**config.mk**
```make
export PLATFORM = sky130hd
export DESIGN_NAME = dcc_top
export DESIGN_NICKNAME = d
export VERILOG_FILES = /design/src/core/dcc_pkg.sv /design/src/core/dcc_top.sv /design/src/core/dcc_edge_unit.sv
export VERILOG_INCLUDE_DIRS = /design/src /design/src/core
export SDC_FILE = /design/constraint.sdc
export NUM_CORES = 1
export LEC_CHECK = 0
export BUFFER_PORTS_ARGS = -buffer_cell sky130_fd_sc_hd__buf_2
export CAP_MARGIN = 40
export CORE_AREA = 2 2 70 122
export DETAILED_ROUTE_END_ITERATION = 10
export DIE_AREA = 0 0 72 124
export PLACE_DENSITY = 0.5
export SYNTH_ARGS = -nofsm -noshare
export SYNTH_HDL_FRONTEND = slang
export SYNTH_HIERARCHICAL = 1
export SYNTH_SLANG_ARGS = --single-unit
```
**constraint.sdc**
```tcl
create_clock -name I_CLK -period 4.4 [get_ports I_CLK]
set_input_delay 1.1 -clock I_CLK [delete_from_list [all_inputs] [get_ports I_CLK]]
set_output_delay 1.1 -clock I_CLK [all_outputs]
set_load 0.01 [all_outputs]
```
**src/core/dcc_defines.svh**
```systemverilog
// register offsets, field positions, reset values and timing counts
`ifndef DCC_DEFINES_SVH
`define DCC_DEFINES_SVH
`define DCC_ADDR_W        8
`define DCC_CTRL0_ADDR    8'h9e
`define DCC_CTRL1_ADDR    8'h9f
`define DCC_IRQ_MASK_ADDR 8'ha0
`define DCC_RST_CFG_ADDR  8'ha1
`define DCC_BIT_EN        7
`define DCC_BIT_OUT       6
`define DCC_BIT_RISE      5
`define DCC_BIT_FALL      4
`define DCC_POS_HI        3
`define DCC_POS_LO        2
`define DCC_NEG_HI        1
`define DCC_NEG_LO        0
`define DCC_CTRL_RESET    8'h00
`define DCC_MASK_RESET    8'h00
`define DCC_SETTLE_NS     20000
`define DCC_CLK_PERIOD_NS 40
`define DCC_SETTLE_CYC    ((`DCC_SETTLE_NS + `DCC_CLK_PERIOD_NS - 1) / `DCC_CLK_PERIOD_NS)
`endif

```
**src/core/dcc_pkg.sv**
```systemverilog
// types shared by the comparator control block
package dcc_pkg;
  typedef logic [1:0] dcc_hyst_t;
  typedef struct packed {
    logic      enable;
    logic      rise_flag;
    logic      fall_flag;
    dcc_hyst_t pos_hyst_sel;
    dcc_hyst_t neg_hyst_sel;
  } dcc_ctrl_s;
  typedef struct packed {
    logic       wr;
    logic       rd;
    logic [7:0] addr;
    logic [7:0] wdata;
  } dcc_bus_s;
endpackage

```
**src/core/dcc_top.sv**
```systemverilog
// dual comparator control and status top level
// Functional notes
// - Setting a comparator's enable bit turns it on, clearing it shuts it down.
// - A disabled comparator drives its pin output low and raises no interrupt.
// - Interrupts can come from both rising and falling output transitions.
// - A falling edge sets the fall flag and a rising edge sets the rise flag.
// - Flags stay set until software clears them by writing zero.
// - The output level is readable at any time in a read-only status bit.
// - Comparator 0 may be chosen as a reset source, comparator 1 may not.
// - The low four bits of each control register hold the hysteresis fields.
// - Each hysteresis field selects off, 2, 4 or 10 mV independently.
// - Comparator 1 mirrors comparator 0 with its own control register.
// - The output serves as a polled level or as an interrupt source.
`timescale 1ns/100ps
`include "dcc_defines.svh"
module dcc_top
  import dcc_pkg::*;
#(
  parameter int SETTLE_CYC = `DCC_SETTLE_CYC
)(
  input  wire logic                   I_CLK,
  input  wire logic                   I_SRST,
  input  wire logic [`DCC_ADDR_W-1:0] I_ADDR,
  input  wire logic [7:0]             I_WDATA,
  input  wire logic                   I_WR,
  input  wire logic                   I_RD,
  input  wire logic [1:0]             I_CMP_RAW,
  output logic      [7:0]             O_RDATA,
  output logic      [1:0]             O_CMP_PIN,
  output logic      [1:0]             O_SETTLED,
  output dcc_pkg::dcc_hyst_t          O_POS_HYST0,
  output dcc_pkg::dcc_hyst_t          O_NEG_HYST0,
  output dcc_pkg::dcc_hyst_t          O_POS_HYST1,
  output dcc_pkg::dcc_hyst_t          O_NEG_HYST1,
  output logic      [1:0]             O_ENABLE,
  output logic                        O_IRQ,
  output logic                        O_RST_REQ
);
  import dcc_pkg::*;

  dcc_ctrl_s  ctrl [2];
  logic [3:0] irq_mask;
  logic       rst_src_en;
  logic [1:0] level;
  logic [1:0] rise_flag;
  logic [1:0] fall_flag;
  logic [1:0] settled;
  logic [1:0] clr_rise;
  logic [1:0] clr_fall;
  logic [1:0] wr_ctrl;
  logic [3:0] status;
  logic [7:0] next_rdata;

  // address decode helper for control registers
  function automatic logic [1:0] ctrl_hit(input logic [7:0] a);
    ctrl_hit = 2'b00;
    if (a == `DCC_CTRL0_ADDR)
      ctrl_hit = 2'b01;
    else if (a == `DCC_CTRL1_ADDR)
      ctrl_hit = 2'b10;
  endfunction

  assign wr_ctrl = I_WR ? ctrl_hit(I_ADDR) : 2'b00;

  // one control register and edge unit per comparator
  genvar g;
  generate
    for (g = 0; g < 2; g++)
    begin : g_cmp
      // writing zero to a flag clears it, one leaves it
      assign clr_rise[g] = wr_ctrl[g] & ~I_WDATA[`DCC_BIT_RISE];
      assign clr_fall[g] = wr_ctrl[g] & ~I_WDATA[`DCC_BIT_FALL];

      // enable and hysteresis fields
      always_ff @(posedge I_CLK)
      begin
        if (I_SRST)
        begin
          ctrl[g].enable       <= 1'b0;
          ctrl[g].rise_flag    <= 1'b0; // flags live in the edge unit
          ctrl[g].fall_flag    <= 1'b0;
          ctrl[g].pos_hyst_sel <= 2'h0;
          ctrl[g].neg_hyst_sel <= 2'h0;
        end
        else if (wr_ctrl[g])
        begin
          ctrl[g].enable       <= I_WDATA[`DCC_BIT_EN];
          ctrl[g].pos_hyst_sel <= I_WDATA[`DCC_POS_HI:`DCC_POS_LO];
          ctrl[g].neg_hyst_sel <= I_WDATA[`DCC_NEG_HI:`DCC_NEG_LO];
        end
      end

      dcc_edge_unit #(
        .SETTLE_CYC (SETTLE_CYC)
      ) u_edge (
        .i_clk       (I_CLK),
        .i_srst      (I_SRST),
        .i_raw       (I_CMP_RAW[g]),
        .i_enable    (ctrl[g].enable),
        .i_clr_rise  (clr_rise[g]),
        .i_clr_fall  (clr_fall[g]),
        .o_level     (level[g]),
        .o_rise_flag (rise_flag[g]),
        .o_fall_flag (fall_flag[g]),
        .o_settled   (settled[g])
      );
    end
  endgenerate

  // mask register and comparator 0 reset select
  always_ff @(posedge I_CLK)
  begin
    if (I_SRST)
    begin
      irq_mask   <= 4'h0;
      rst_src_en <= 1'b0;
    end
    else if (I_WR && I_ADDR == `DCC_IRQ_MASK_ADDR)
      irq_mask <= I_WDATA[3:0];
    else if (I_WR && I_ADDR == `DCC_RST_CFG_ADDR)
      rst_src_en <= I_WDATA[0];
  end

  // status layout: fall1 rise1 fall0 rise0, silent while off
  assign status = {fall_flag[1] & ctrl[1].enable,
                   rise_flag[1] & ctrl[1].enable,
                   fall_flag[0] & ctrl[0].enable,
                   rise_flag[0] & ctrl[0].enable};

  // read mux, unmapped reads return zero
  always_comb
  begin
    next_rdata = 8'h00;
    if (I_RD && ctrl_hit(I_ADDR) != 2'b00)
    begin
      for (int k = 0; k < 2; k++)
      begin
        if (ctrl_hit(I_ADDR) == 2'(1 << k))
        begin
          next_rdata = {ctrl[k].enable, level[k], rise_flag[k],
                        fall_flag[k], ctrl[k].pos_hyst_sel,
                        ctrl[k].neg_hyst_sel};
        end
      end
    end
    else if (I_RD && I_ADDR == `DCC_IRQ_MASK_ADDR)
      next_rdata = {4'h0, irq_mask};
    else if (I_RD && I_ADDR == `DCC_RST_CFG_ADDR)
      next_rdata = {7'h00, rst_src_en};
  end

  // read data register, valid the cycle after the strobe
  always_ff @(posedge I_CLK)
  begin
    if (I_SRST)
      O_RDATA <= 8'h00;
    else
      O_RDATA <= next_rdata;
  end

  // registered outputs to pins and analog trims
  always_ff @(posedge I_CLK)
  begin
    if (I_SRST)
    begin
      O_CMP_PIN   <= 2'b00;
      O_SETTLED   <= 2'b00;
      O_ENABLE    <= 2'b00;
      O_POS_HYST0 <= 2'h0;
      O_NEG_HYST0 <= 2'h0;
      O_POS_HYST1 <= 2'h0;
      O_NEG_HYST1 <= 2'h0;
    end
    else
    begin
      O_CMP_PIN   <= level;
      O_SETTLED   <= settled;
      O_ENABLE    <= {ctrl[1].enable, ctrl[0].enable};
      O_POS_HYST0 <= ctrl[0].pos_hyst_sel;
      O_NEG_HYST0 <= ctrl[0].neg_hyst_sel;
      O_POS_HYST1 <= ctrl[1].pos_hyst_sel;
      O_NEG_HYST1 <= ctrl[1].neg_hyst_sel;
    end
  end

  // interrupt and reset requests
  always_ff @(posedge I_CLK)
  begin
    if (I_SRST)
    begin
      O_IRQ     <= 1'b0;
      O_RST_REQ <= 1'b0;
    end
    else
    begin
      O_IRQ     <= |(status & irq_mask);
      O_RST_REQ <= rst_src_en & ctrl[0].enable & level[0];
    end
  end
endmodule

```
**src/core/dcc_edge_unit.sv**
```systemverilog
// per-comparator synchroniser, edge detection, flags and settling count
`timescale 1ns/100ps
`include "dcc_defines.svh"
module dcc_edge_unit
  import dcc_pkg::*;
#(
  parameter int SETTLE_CYC = `DCC_SETTLE_CYC
)(
  input  wire logic i_clk,
  input  wire logic i_srst,
  input  wire logic i_raw,
  input  wire logic i_enable,
  input  wire logic i_clr_rise,
  input  wire logic i_clr_fall,
  output logic      o_level,
  output logic      o_rise_flag,
  output logic      o_fall_flag,
  output logic      o_settled
);
  localparam int CW = $clog2(SETTLE_CYC + 1);
  logic          sync_a;
  logic          sync_b;
  logic          prev;
  logic [CW-1:0] settle_cnt;
  logic          rise_evt;
  logic          fall_evt;

  // two-flop synchroniser for the analog comparator result
  always_ff @(posedge i_clk)
  begin
    if (i_srst)
    begin
      sync_a <= 1'b0;
      sync_b <= 1'b0;
    end
    else
    begin
      sync_a <= i_raw;
      sync_b <= sync_a;
    end
  end

  // disabled comparator reads low
  always_ff @(posedge i_clk)
  begin
    if (i_srst)
      prev <= 1'b0;
    else
      prev <= i_enable & sync_b;
  end

  assign o_level  = prev;
  // edges only while enabled
  assign rise_evt = i_enable & sync_b & ~prev;
  assign fall_evt = i_enable & ~sync_b & prev;

  // sticky flags, set wins over clear
  always_ff @(posedge i_clk)
  begin
    if (i_srst)
    begin
      o_rise_flag <= 1'b0;
      o_fall_flag <= 1'b0;
    end
    else
    begin
      o_rise_flag <= rise_evt | (o_rise_flag & ~i_clr_rise);
      o_fall_flag <= fall_evt | (o_fall_flag & ~i_clr_fall);
    end
  end

  // settling counter restarts on each enable
  always_ff @(posedge i_clk)
  begin
    if (i_srst || !i_enable)
    begin
      settle_cnt <= '0;
      o_settled  <= 1'b0;
    end
    else if (settle_cnt != CW'(SETTLE_CYC))
    begin
      settle_cnt <= settle_cnt + CW'(1);
      o_settled  <= 1'b0;
    end
    else
      o_settled <= 1'b1;
  end
endmodule

```
==> metrics.md, run 1 <==
| Metric | Value |
|---|---|
| Synth cell types | 37 |
| Leak pwr | 1.30 nW |
| CTS buffer count | 9 |
| CORE AREA | 7910 um^2 |
| Worst R2R Setup Slack | 3.00 ns |
| Cell area power density | 431 nW/um^2 |
| WHS Endpoint | g_cmp[1].u_edge/sync_b |
| Number of iterations in the first detailed-routing pass | 4 |
| CP Class | in2reg |
| GPL Wtd Cong | 0.764 |
| Routed vias | 1,945 |
| RSZ-0062 raised after global routing | false |
| Die area | 8930 um^2 |
| CP max FO | 6 |
| Vias in the first global route | 1,868 |
| Clock Latency Late Sink | 0.32 ns |
| Pint | 1.14 mW |
| Worst-margin pin slew | 0.784 ns |
| # H-tree levels | 3 |
| Number of I/O pins | 46 |
| Most common cell in the netlist | dfxtp_1 |
| Synth Flop Type | dfxtp_1 |
| Chip Width | 72 um |
| DR vias/cell | 4.84 |
| WL per Instance | 13.4 um |
| Nets | 333 |
| Number of synthesized flops with an enable pin | 10 |
| Post-synth top area share | 0.433 |
| CP Capture Type | register |
| Detailed placer's ending HPWL | 3.94 mm |
| Worst setup SP type | input pin |
| Clk_skew | 0.00480 ns |
| Hold crit path type | reg2reg |
| WP data arrival | 2.45 ns |
| Hold depth | 1 |
| CP peak stage delay | 0.52 ns |
| Final instance area | 3320 um^2 |
| Gr ovfl total | 0 |
| ANT nets after route | 0 |
| Post-CTS Hold Buffers | 0 |
| Switching power total | 294 uW |
| Clock tree buffer depth | 2 |
| Global Route Usage Sum | 0.129 |
| Tot Pwr | 1.43 mW |
| Syn Std Cell Area | 2730 um^2 |
| Gate count after technology mapping | 262 |
| Row count | 43 |
| Top cells by area, synth | dfxtp_1 (43%), edfxtp_1 (11%), mux2i_1 (5.9%) |
| Delay-heaviest family, CP | simple AND/OR/NAND/NOR gates |
| DR iter-0 viols | 99 |
| Syn_nets | 288 |
| Sequential share of power | 0.462 |
| CP max-delay cell | o21bai_1 |
| # resized after CTS | 0 |
| Period utilization | 0.567 |
| Synth Warn # | 6 |
| Area after DPL | 3020 um^2 |
| Final Max Tran Viols | 0 |
| Post-synthesis async set-or-reset flop share | 0 |
| Starting Density | 0.345 |
| Switch share | 0.205 |
| Root Driver | clkbuf_16 |
| Area Growth Syn to Fin | 22.0% |
| Share of cells above drive strength 1 | 0.221 |
| Post-CTS setup buffers | 0 |
| Mean area per synthesized cell | 10.4 um^2 |
| Die height | 124 um |
| Port Buffers | 44 |
| Ant diodes | 0 |
| Area leader, netlist | dfxtp_1 |
| Footprint of the multi-input gates | 1170 um^2 |
| Clock sink count | 69 |
| Largest net degree at the start of global routing | 41 |
| Critical R2R Launch | g_cmp[0].u_edge/settle_cnt[0] |
| Slew margin rel. | 0.473 |
| Status | finished, final reports clean |
| Final Hold Fails | 0 |
| CP required | 4.36 ns |
| CP cell instances | buf_2 > nand4b_1 > or2_2 > o21bai_1 |
| # setup viols final | 0 |
| WP buf/inv | 1 |
| Final WL | 5.40 mm |
| Clock transition at path regs | 0.05 ns |
| Number of max-cap violations | 0 |
| Reg2Reg Depth | 5 |
| Clk pwr share | 0.497 |
| Logic pwr share | 0.041 |
| Worst hold start | g_cmp[1].u_edge/sync_a |
| R2R Path End | g_cmp[0].u_edge/settle_cnt[1] |
| Worst vdd ir | 0.180 mV |
| CTS tree | built |
| Initial antenna violation count | 0 |
| First-pass GRT wire length | 8.55 mm |
| Final min period | 2.49 ns |
| Layout fillers | 804 |
| Max Clock Freq | 401 MHz |
| Register area share after synthesis | 0.544 |
| DRC | 0 |
| Yosys reg bits | 69 |
| Reg area | 1480 um^2 |
| Synth top cells by count | dfxtp_1 (59), nor2b_1 (20), nand2b_1 (17) |
| Setup TNS | 0 ns |
## state kept, by name (all words and copies together), names as in the netlist, 4 cells and up
signal	cells
g_cmp.u_edge/settle_cnt	18
ctrl	10
O_RDATA	8
irq_mask	4
## worst max path at each step
stage,from,endpoint,slack (ns),cells past startpoint
after floorplan,I_ADDR[6],ctrl[0][0],1.93,4
after global placement,I_ADDR[6],ctrl[0][2],1.62,4
after detailed placement,I_ADDR[6],ctrl[1][2],1.59,4
after CTS,I_ADDR[6],ctrl[1][2],1.93,4
after global routing,I_ADDR[6],ctrl[1][0],1.85,4
final,I_ADDR[6],ctrl[0][4],1.91,4
## worst register-to-register path, delay by kind of cell, from the launching register on
| kind | cells | cell delay [ns] |
|---|---|---|
| AOI/OAI and AO/OA | 1 | 0.26 |
| buffers and inverters | 1 | 0.09 |
| and+or+nand+nor | 2 | 0.44 |
| DFF | 1 | 0.35 |
| adders and majority gates | 1 | 0.15 |
## stage by stage
stage | hold slack [ns] | util | worst slack [ns] | cells
6_report | 0.433 | 0.420 | 1.91 | 402
5_1_grt | 0.458 | 0.420 | 1.85 | 402
4_1_cts | 0.438 | 0.420 | 1.93 | 402
3_5_place_dp | 0.425 | 0.381 | 1.59 | 386
3_3_place_gp | 0.420 | 0.381 | 1.62 | 386
2_1_floorplan | 0.414 | - | 1.93 | 262
## layout by cell type (no fill, tap or decap), types with 3 or more instances in the layout
master and instances:
clkbuf_16 10, or3_1 11, nor2_1 9, buf_2 44, nand4b_1 3, ha_1 4
dfxtp_1 59, nor4_1 4, nand3_1 6, mux2i_1 16, edfxtp_1 10, nor2b_1 20
inv_1 9, and3_1 3, clkbuf_8 3, nand2_1 7, nand3b_1 5, a21oi_1 13
a22o_1 3, nand2b_1 17, o21ai_0 10, and2_1 12, nor3_1 7
## routing by layer
layer | vias to the layer above | GRT usage | wire length (um)
met1 | 884 | 0.123 | 2170
met3 | 9 | 0.0485 | 239
met2 | 42 | 0.234 | 2860
met5 | - | 0 | 0
li1 | 1010 | - | -
met4 | 0 | 0.0684 | 127
## power by group through the flow
stage                     combinational (mW)  sequential [mW]  clock [mW]
after global routing                  0.0648            0.664       0.765
after global placement                0.0591            0.676           0
after floorplan                       0.0317            0.676           0
after CTS                             0.0597            0.663       0.732
final                                 0.0589            0.663       0.713
after detailed placement              0.0596            0.676           0
## final cells by class
cell class | instances | area share
clock inverter | 2 | 0.00376
sequential | 69 | 0.446
tap | 90 | 0.0339
timing repair buffer | 44 | 0.0662
clock buffer | 14 | 0.0888
multi-input combinational | 174 | 0.352
inverter | 9 | 0.0102
## cells by family after synthesis
| logic type | synth area share |
|---|---|
| simple gates | 0.260 |
| flops | 0.544 |
| compound gates | 0.0854 |
| buf+inv | 0.0275 |
| mux | 0.0588 |
| fa+ha+maj | 0.0184 |
| xor+xnor | 0.00643 |
Power figures use the tool's default switching activity.
==> run 2: changes to the inputs <==
==> constraint.sdc (replaced) <==
create_clock -name I_CLK -period 2.54 [get_ports I_CLK]
set_input_delay 0.635 -clock I_CLK [delete_from_list [all_inputs] [get_ports I_CLK]]
set_output_delay 0.635 -clock I_CLK [all_outputs]
set_load 0.01 [all_outputs]
==> metrics.md, run 2 (synthesized netlist as in run 1, its figures left out) <==
| Metric | Value |
|---|---|
| Status | finished, final reports clean |
| Number of iterations in the first detailed-routing pass | 4 (unchanged) |
| Initial antenna violation count | 0 (unchanged) |
| Nets | 338 (+1.5%) |
| # resized after CTS | 0 (unchanged) |
| Worst-margin pin slew | 0.448 ns (-0.335 ns) |
| Reg2Reg Depth | 5 (unchanged) |
| DR vias/cell | 4.90 (+1.4%) |
| WP data arrival | 1.89 ns (-0.56 ns) |
| Largest net degree at the start of global routing | 26 (-37%) |
| Vias in the first global route | 1,897 (+1.6%) |
| Starting Density | 0.345 (unchanged) |
| Clk_skew | 0.00417 ns (-0.000626 ns) |
| Number of I/O pins | 46 (unchanged) |
| Commonest cells after routing, fill and taps aside | dfxtp_1 (59), buf_2 (44), nor2b_1 (20), nand2b_1 (17), mux2i_1 (16) |
| Max reg flops | 18 (unchanged) |
| Die height | 124 um (unchanged) |
| Biggest register | g_cmp.u_edge/settle_cnt |
| Clock tree buffer depth | 2 (unchanged) |
| CP Class | in2reg |
| # H-tree levels | 3 (unchanged) |
| Cell area power density | 727 nW/um^2 (+68%) |
| Worst R2R Setup Slack | 1.14 ns (-1.86 ns) |
| CORE AREA | 7910 um^2 (unchanged) |
| Final min period | 1.85 ns |
| Post-CTS Hold Buffers | 0 (unchanged) |
| Post-CTS setup buffers | 0 (unchanged) |
| Period utilization | 0.728 |
| Final Hold Fails | 0 (unchanged) |
| Detailed placer's ending HPWL | 4.04 mm (+2.6%) |
| Start point of the critical path | I_ADDR[6] |
| Util after Layout | 0.423 (+0.00237) |
| Port Buffers | 44 (unchanged) |
| Die area | 8930 um^2 (unchanged) |
| Busiest grt layer | met2 |
| RSZ-0062 raised after global routing | false |
| Final Max Tran Viols | 0 (unchanged) |
| Leak pwr | 1.32 nW (+1.2%) |
| Row count | 43 (unchanged) |
| GRT met2 Usage | 0.241 (+0.00752) |
| Chip Width | 72 um (unchanged) |
| CP max FO | 6 (unchanged) |
| CP required | 2.58 ns (-1.78 ns) |
| CP Capture Type | register |
| # setup viols final | 0 (unchanged) |
| Hold crit path type | reg2reg |
| DRC | 0 (unchanged) |
| CTS tree | built |
| Hold_ws | 0.440 ns (+0.00700 ns) |
| Global Route Usage Sum | 0.134 (+0.00529) |
| Area Growth Syn to Fin | 22.7% |
| CP endpoint | ctrl[1][3] |
| Commonest non-fill, non-tap cell in the layout | dfxtp_1 |
| First-pass GRT wire length | 8.87 mm (+3.7%) |
| Critical R2R Launch | g_cmp[1].u_edge/settle_cnt[0] |
| Largest regs | g_cmp.u_edge/settle_cnt (18), ctrl (10), O_RDATA (8) |
| Worst vdd ir | 0.302 mV (+67%) |
| Clock transition at path regs | 0.05 ns (about the same) |
| ANT nets after route | 0 (unchanged) |
| GPL Wtd Cong | 0.791 (+3.4%) |
| Max Clock Freq | 541 MHz |
| Hold depth | 1 (unchanged) |
| Routed vias | 1,996 (+2.6%) |
| Slew margin rel. | 0.699 (+0.227) |
| Met3 usage | 0.0405 (-0.00809) |
| Worst Slack Setup Final | 0.691 ns (-1.21 ns) |
| Number of max-cap violations | 0 (unchanged) |
| Clock Latency Late Sink | 0.32 ns (about the same) |
| M1 GR Usage | 0.137 (+0.0134) |
| Clock sink count | 69 (unchanged) |
| Root Driver | clkbuf_16 |
| Ant diodes | 0 (unchanged) |
| R2R Path End | g_cmp[1].u_edge/settle_cnt[0] |
| DP Worst Slack | 0.326 ns (-1.27 ns) |
| Final WL | 5.49 mm (+1.6%) |
| CTS buffer count | 9 (unchanged) |
| Gr ovfl total | 0 (unchanged) |
| Worst setup SP type | input pin |
| Share of cells above drive strength 1 | 0.230 (+0.00913) |
| Setup TNS | 0 ns (unchanged) |
| WL per Instance | 13.5 um (+0.33%) |
| DR iter-0 viols | 116 (+17%) |
## run 2: routing by layer
| metal | up-vias | share of wire | wire, um |
|---|---|---|---|
| met5 | - | 0 | 0 |
| met4 | 0 | 0.022 | 123 |
| met3 | 12 | 0.040 | 220 |
| met2 | 41 | 0.55 | 3000 |
| met1 | 924 | 0.39 | 2140 |
| li1 | 1019 | - | - |
## run 2: final cells by class
class                   count  area [um^2]
clock buffers              13          272
flip-flops and latches     69         1480
repair buffers             49          258
inverters                   9         33.8
well taps                  90          113
clock inverters             3         17.5
multi-input cells         174         1170
fillers                   785         4570
## run 2: worst max-delay path: stages
cell      delay (ns)
buf_2           0.10
nand4b_1        0.30
or2_2           0.43
o21bai_1        0.24
buf_4           0.18
## run 2: through the flow
step	cells	instance area [um^2]	power, mW
2_1_floorplan	262	2730	1.23
3_3_place_gp	391	3050	1.28
5_1_grt	407	3340	2.54
4_1_cts	407	3340	2.48
6_report	407	3340	2.43
3_5_place_dp	391	3050	1.28
## run 2: report_power, final
part / switching [mW] / internal [mW] / leakage (nW) / total (mW)
logic: 0.0585 / 0.0467 / 0.603 / 0.105
clock network: 0.433 / 0.743 / 0.141 / 1.18
registers: 0.0148 / 1.13 / 0.575 / 1.15
## run 2: how the worst min path moves through the flow
stage / from / end / slack, ns
2_1_floorplan: g_cmp[0].u_edge/o_settled / O_SETTLED[0] / 0.41
3_3_place_gp: g_cmp[0].u_edge/sync_a / g_cmp[0].u_edge/sync_b / 0.42
3_5_place_dp: g_cmp[1].u_edge/sync_a / g_cmp[1].u_edge/sync_b / 0.44
4_1_cts: g_cmp[1].u_edge/sync_a / g_cmp[1].u_edge/sync_b / 0.45
5_1_grt: g_cmp[0].u_edge/o_settled / O_SETTLED[0] / 0.46
6_report: g_cmp[1].u_edge/sync_a / g_cmp[1].u_edge/sync_b / 0.44
==> run 3: changes to the inputs <==
--- a/config.mk
+++ b/config.mk
@@ -11,7 +11,7 @@
 export CORE_AREA = 2 2 70 122
 export DETAILED_ROUTE_END_ITERATION = 10
 export DIE_AREA = 0 0 72 124
-export PLACE_DENSITY = 0.5
+export PLACE_DENSITY = 0.52
 export SYNTH_ARGS = -nofsm -noshare
 export SYNTH_HDL_FRONTEND = slang
 export SYNTH_HIERARCHICAL = 1
==> constraint.sdc (replaced) <==
create_clock -name I_CLK -period 1.7 [get_ports I_CLK]
set_input_delay 0.425 -clock I_CLK [delete_from_list [all_inputs] [get_ports I_CLK]]
set_output_delay 0.425 -clock I_CLK [all_outputs]
set_load 0.01 [all_outputs]
==> metrics.md, run 3 (synthesized netlist as in run 1, its figures left out) <==
| Metric | Value |
|---|---|
| Post-route insts no fill | 418 (+2.7%) |
| Gr ovfl total | 0 (unchanged) |
| Nets | 349 (+3.3%) |
| Row count | 43 (unchanged) |
| Largest regs | g_cmp.u_edge/settle_cnt (18), ctrl (10), O_RDATA (8) |
| CP peak stage delay | 0.55 ns (+0.12 ns) |
| Worst vdd ir | 0.556 mV (+84%) |
| Ant diodes | 0 (unchanged) |
| RSZ-0062 raised after global routing | false |
| Die area | 8930 um^2 (unchanged) |
| DRC | 0 (unchanged) |
| Slew margin rel. | 0.733 (+0.0334) |
| CP required | 1.94 ns (-0.64 ns) |
| Vias in the first global route | 1,955 (+3.1%) |
| WL per Instance | 13.4 um (-0.49%) |
| Period utilization | 0.924 |
| CP cell instances | buf_2 > or4b_4 > or4_4 > o32ai_2 |
| CP max FO | 3 (-3) |
| CORE AREA | 7910 um^2 (unchanged) |
| DR iter-0 viols | 93 (-20%) |
| Worst setup SP type | input pin |
| Clock transition at path regs | 0.06 ns (about the same) |
| First-pass GRT wire length | 8.80 mm (-0.70%) |
| Hold crit path type | in2reg |
| CP Class | in2reg |
| Final instance area | 3470 um^2 (+3.7%) |
| Largest net degree at the start of global routing | 18 (-31%) |
| Biggest register | g_cmp.u_edge/settle_cnt |
| CTS tree | built |
| Final min period | 1.57 ns |
| # setup viols final | 0 (unchanged) |
| ANT nets after route | 0 (unchanged) |
| Post-CTS setup buffers | 0 (unchanged) |
| Port Buffers | 44 (unchanged) |
| # H-tree levels | 3 (unchanged) |
| Clk_skew | 0.00455 ns (+0.000375 ns) |
| Chip Width | 72 um (unchanged) |
| CTS buffer count | 9 (unchanged) |
| Clock tree buffer depth | 2 (unchanged) |
| GPL Wtd Cong | 0.751 (-5.0%) |
| Post-CTS Hold Buffers | 0 (unchanged) |
| Final Max Tran Viols | 0 (unchanged) |
| # resized after CTS | 0 (unchanged) |
| Dpl cells | 402 (+2.8%) |
| Area Growth Syn to Fin | 27.2% |
| Die height | 124 um (unchanged) |
| Area after DPL | 3140 um^2 (+2.7%) |
| Commonest non-fill, non-tap cell in the layout | dfxtp_1 |
| Max reg flops | 18 (unchanged) |
| DR vias/cell | 4.93 (+0.59%) |
| CP Capture Type | register |
| Starting Density | 0.345 (unchanged) |
| Detailed placer's ending HPWL | 4.17 mm (+3.2%) |
| Global Route Usage Sum | 0.133 (-0.00148) |
| Cell area power density | 1120 nW/um^2 (+54%) |
| Clock sink count | 69 (unchanged) |
| Final Hold Fails | 0 (unchanged) |
| Root Driver | clkbuf_16 |
| Share of cells above drive strength 1 | 0.259 (+0.0289) |
| Number of max-cap violations | 0 (unchanged) |
| Final WL | 5.61 mm (+2.2%) |
| Delay-heaviest family, CP | simple AND/OR/NAND/NOR gates |
| Max Clock Freq | 637 MHz |
| Setup TNS | 0 ns (unchanged) |
| Number of I/O pins | 46 (unchanged) |
| Routed vias | 2,062 (+3.3%) |
| Tot Pwr | 3.88 mW (+60%) |
| Hold_ws | 0.325 ns (-0.114 ns) |
| Commonest cells after routing, fill and taps aside | dfxtp_1 (59), buf_2 (44), nor2b_1 (20), nand2b_1 (17) |
| Worst-margin pin slew | 0.400 ns (-0.0484 ns) |
| Status | finished, final reports clean |
| WP buf/inv | 1 (-1) |
| Clock Latency Late Sink | 0.32 ns (about the same) |
| Leak pwr | 1.39 nW (+5.2%) |
| Initial antenna violation count | 0 (unchanged) |
| WP data arrival | 1.81 ns (-0.08 ns) |
| Number of iterations in the first detailed-routing pass | 4 (unchanged) |
| CP max-delay cell | or4_4 |
==> run 3: path summary, 6_finish.rpt <==
kind | slack (ns) | end | start | cells after the start
worst max-delay path | 0.13 | O_RDATA[3] | I_ADDR[2] | 4
worst min-delay path | 0.33 | g_cmp[0].u_edge/sync_a | I_CMP_RAW[0] | 2
worst max register to register | 0.30 | g_cmp[0].u_edge/settle_cnt[0] | g_cmp[0].u_edge/settle_cnt[0] | 5
worst min register to register | 0.43 | g_cmp[0].u_edge/sync_b | g_cmp[0].u_edge/sync_a | 1
==> run 3: per-stage QoR <==
stage          worst slack, ns  utilization
2_1_floorplan          -0.0913            -
3_3_place_gp            -0.194        0.397
3_5_place_dp            -0.195        0.397
4_1_cts                  0.143        0.438
5_1_grt                  0.134        0.438
6_report                 0.129        0.438
==> run 3: final cells by class <==
class	instances	area, um^2
clock buffers	12	279
clock inverters	4	51.3
fillers	786	4440
inverters	9	33.8
multi-input cells	174	1170
flip-flops and latches	69	1480
well taps	90	113
repair buffers	60	340
==> run 3: power breakdown <==
part | internal, mW | switching, mW
sequential | 1.69 | 0.0217
combinational | 0.0809 | 0.0905
clock | 1.31 | 0.680
==> run 3: per-layer routing <==
layer | global-route usage | share of wire | up-vias
met5 | 0 | 0 | -
li1 | - | - | 1042
met4 | 0.0802 | 0.021 | 0
met2 | 0.251 | 0.55 | 40
met1 | 0.122 | 0.39 | 972
met3 | 0.0380 | 0.039 | 8
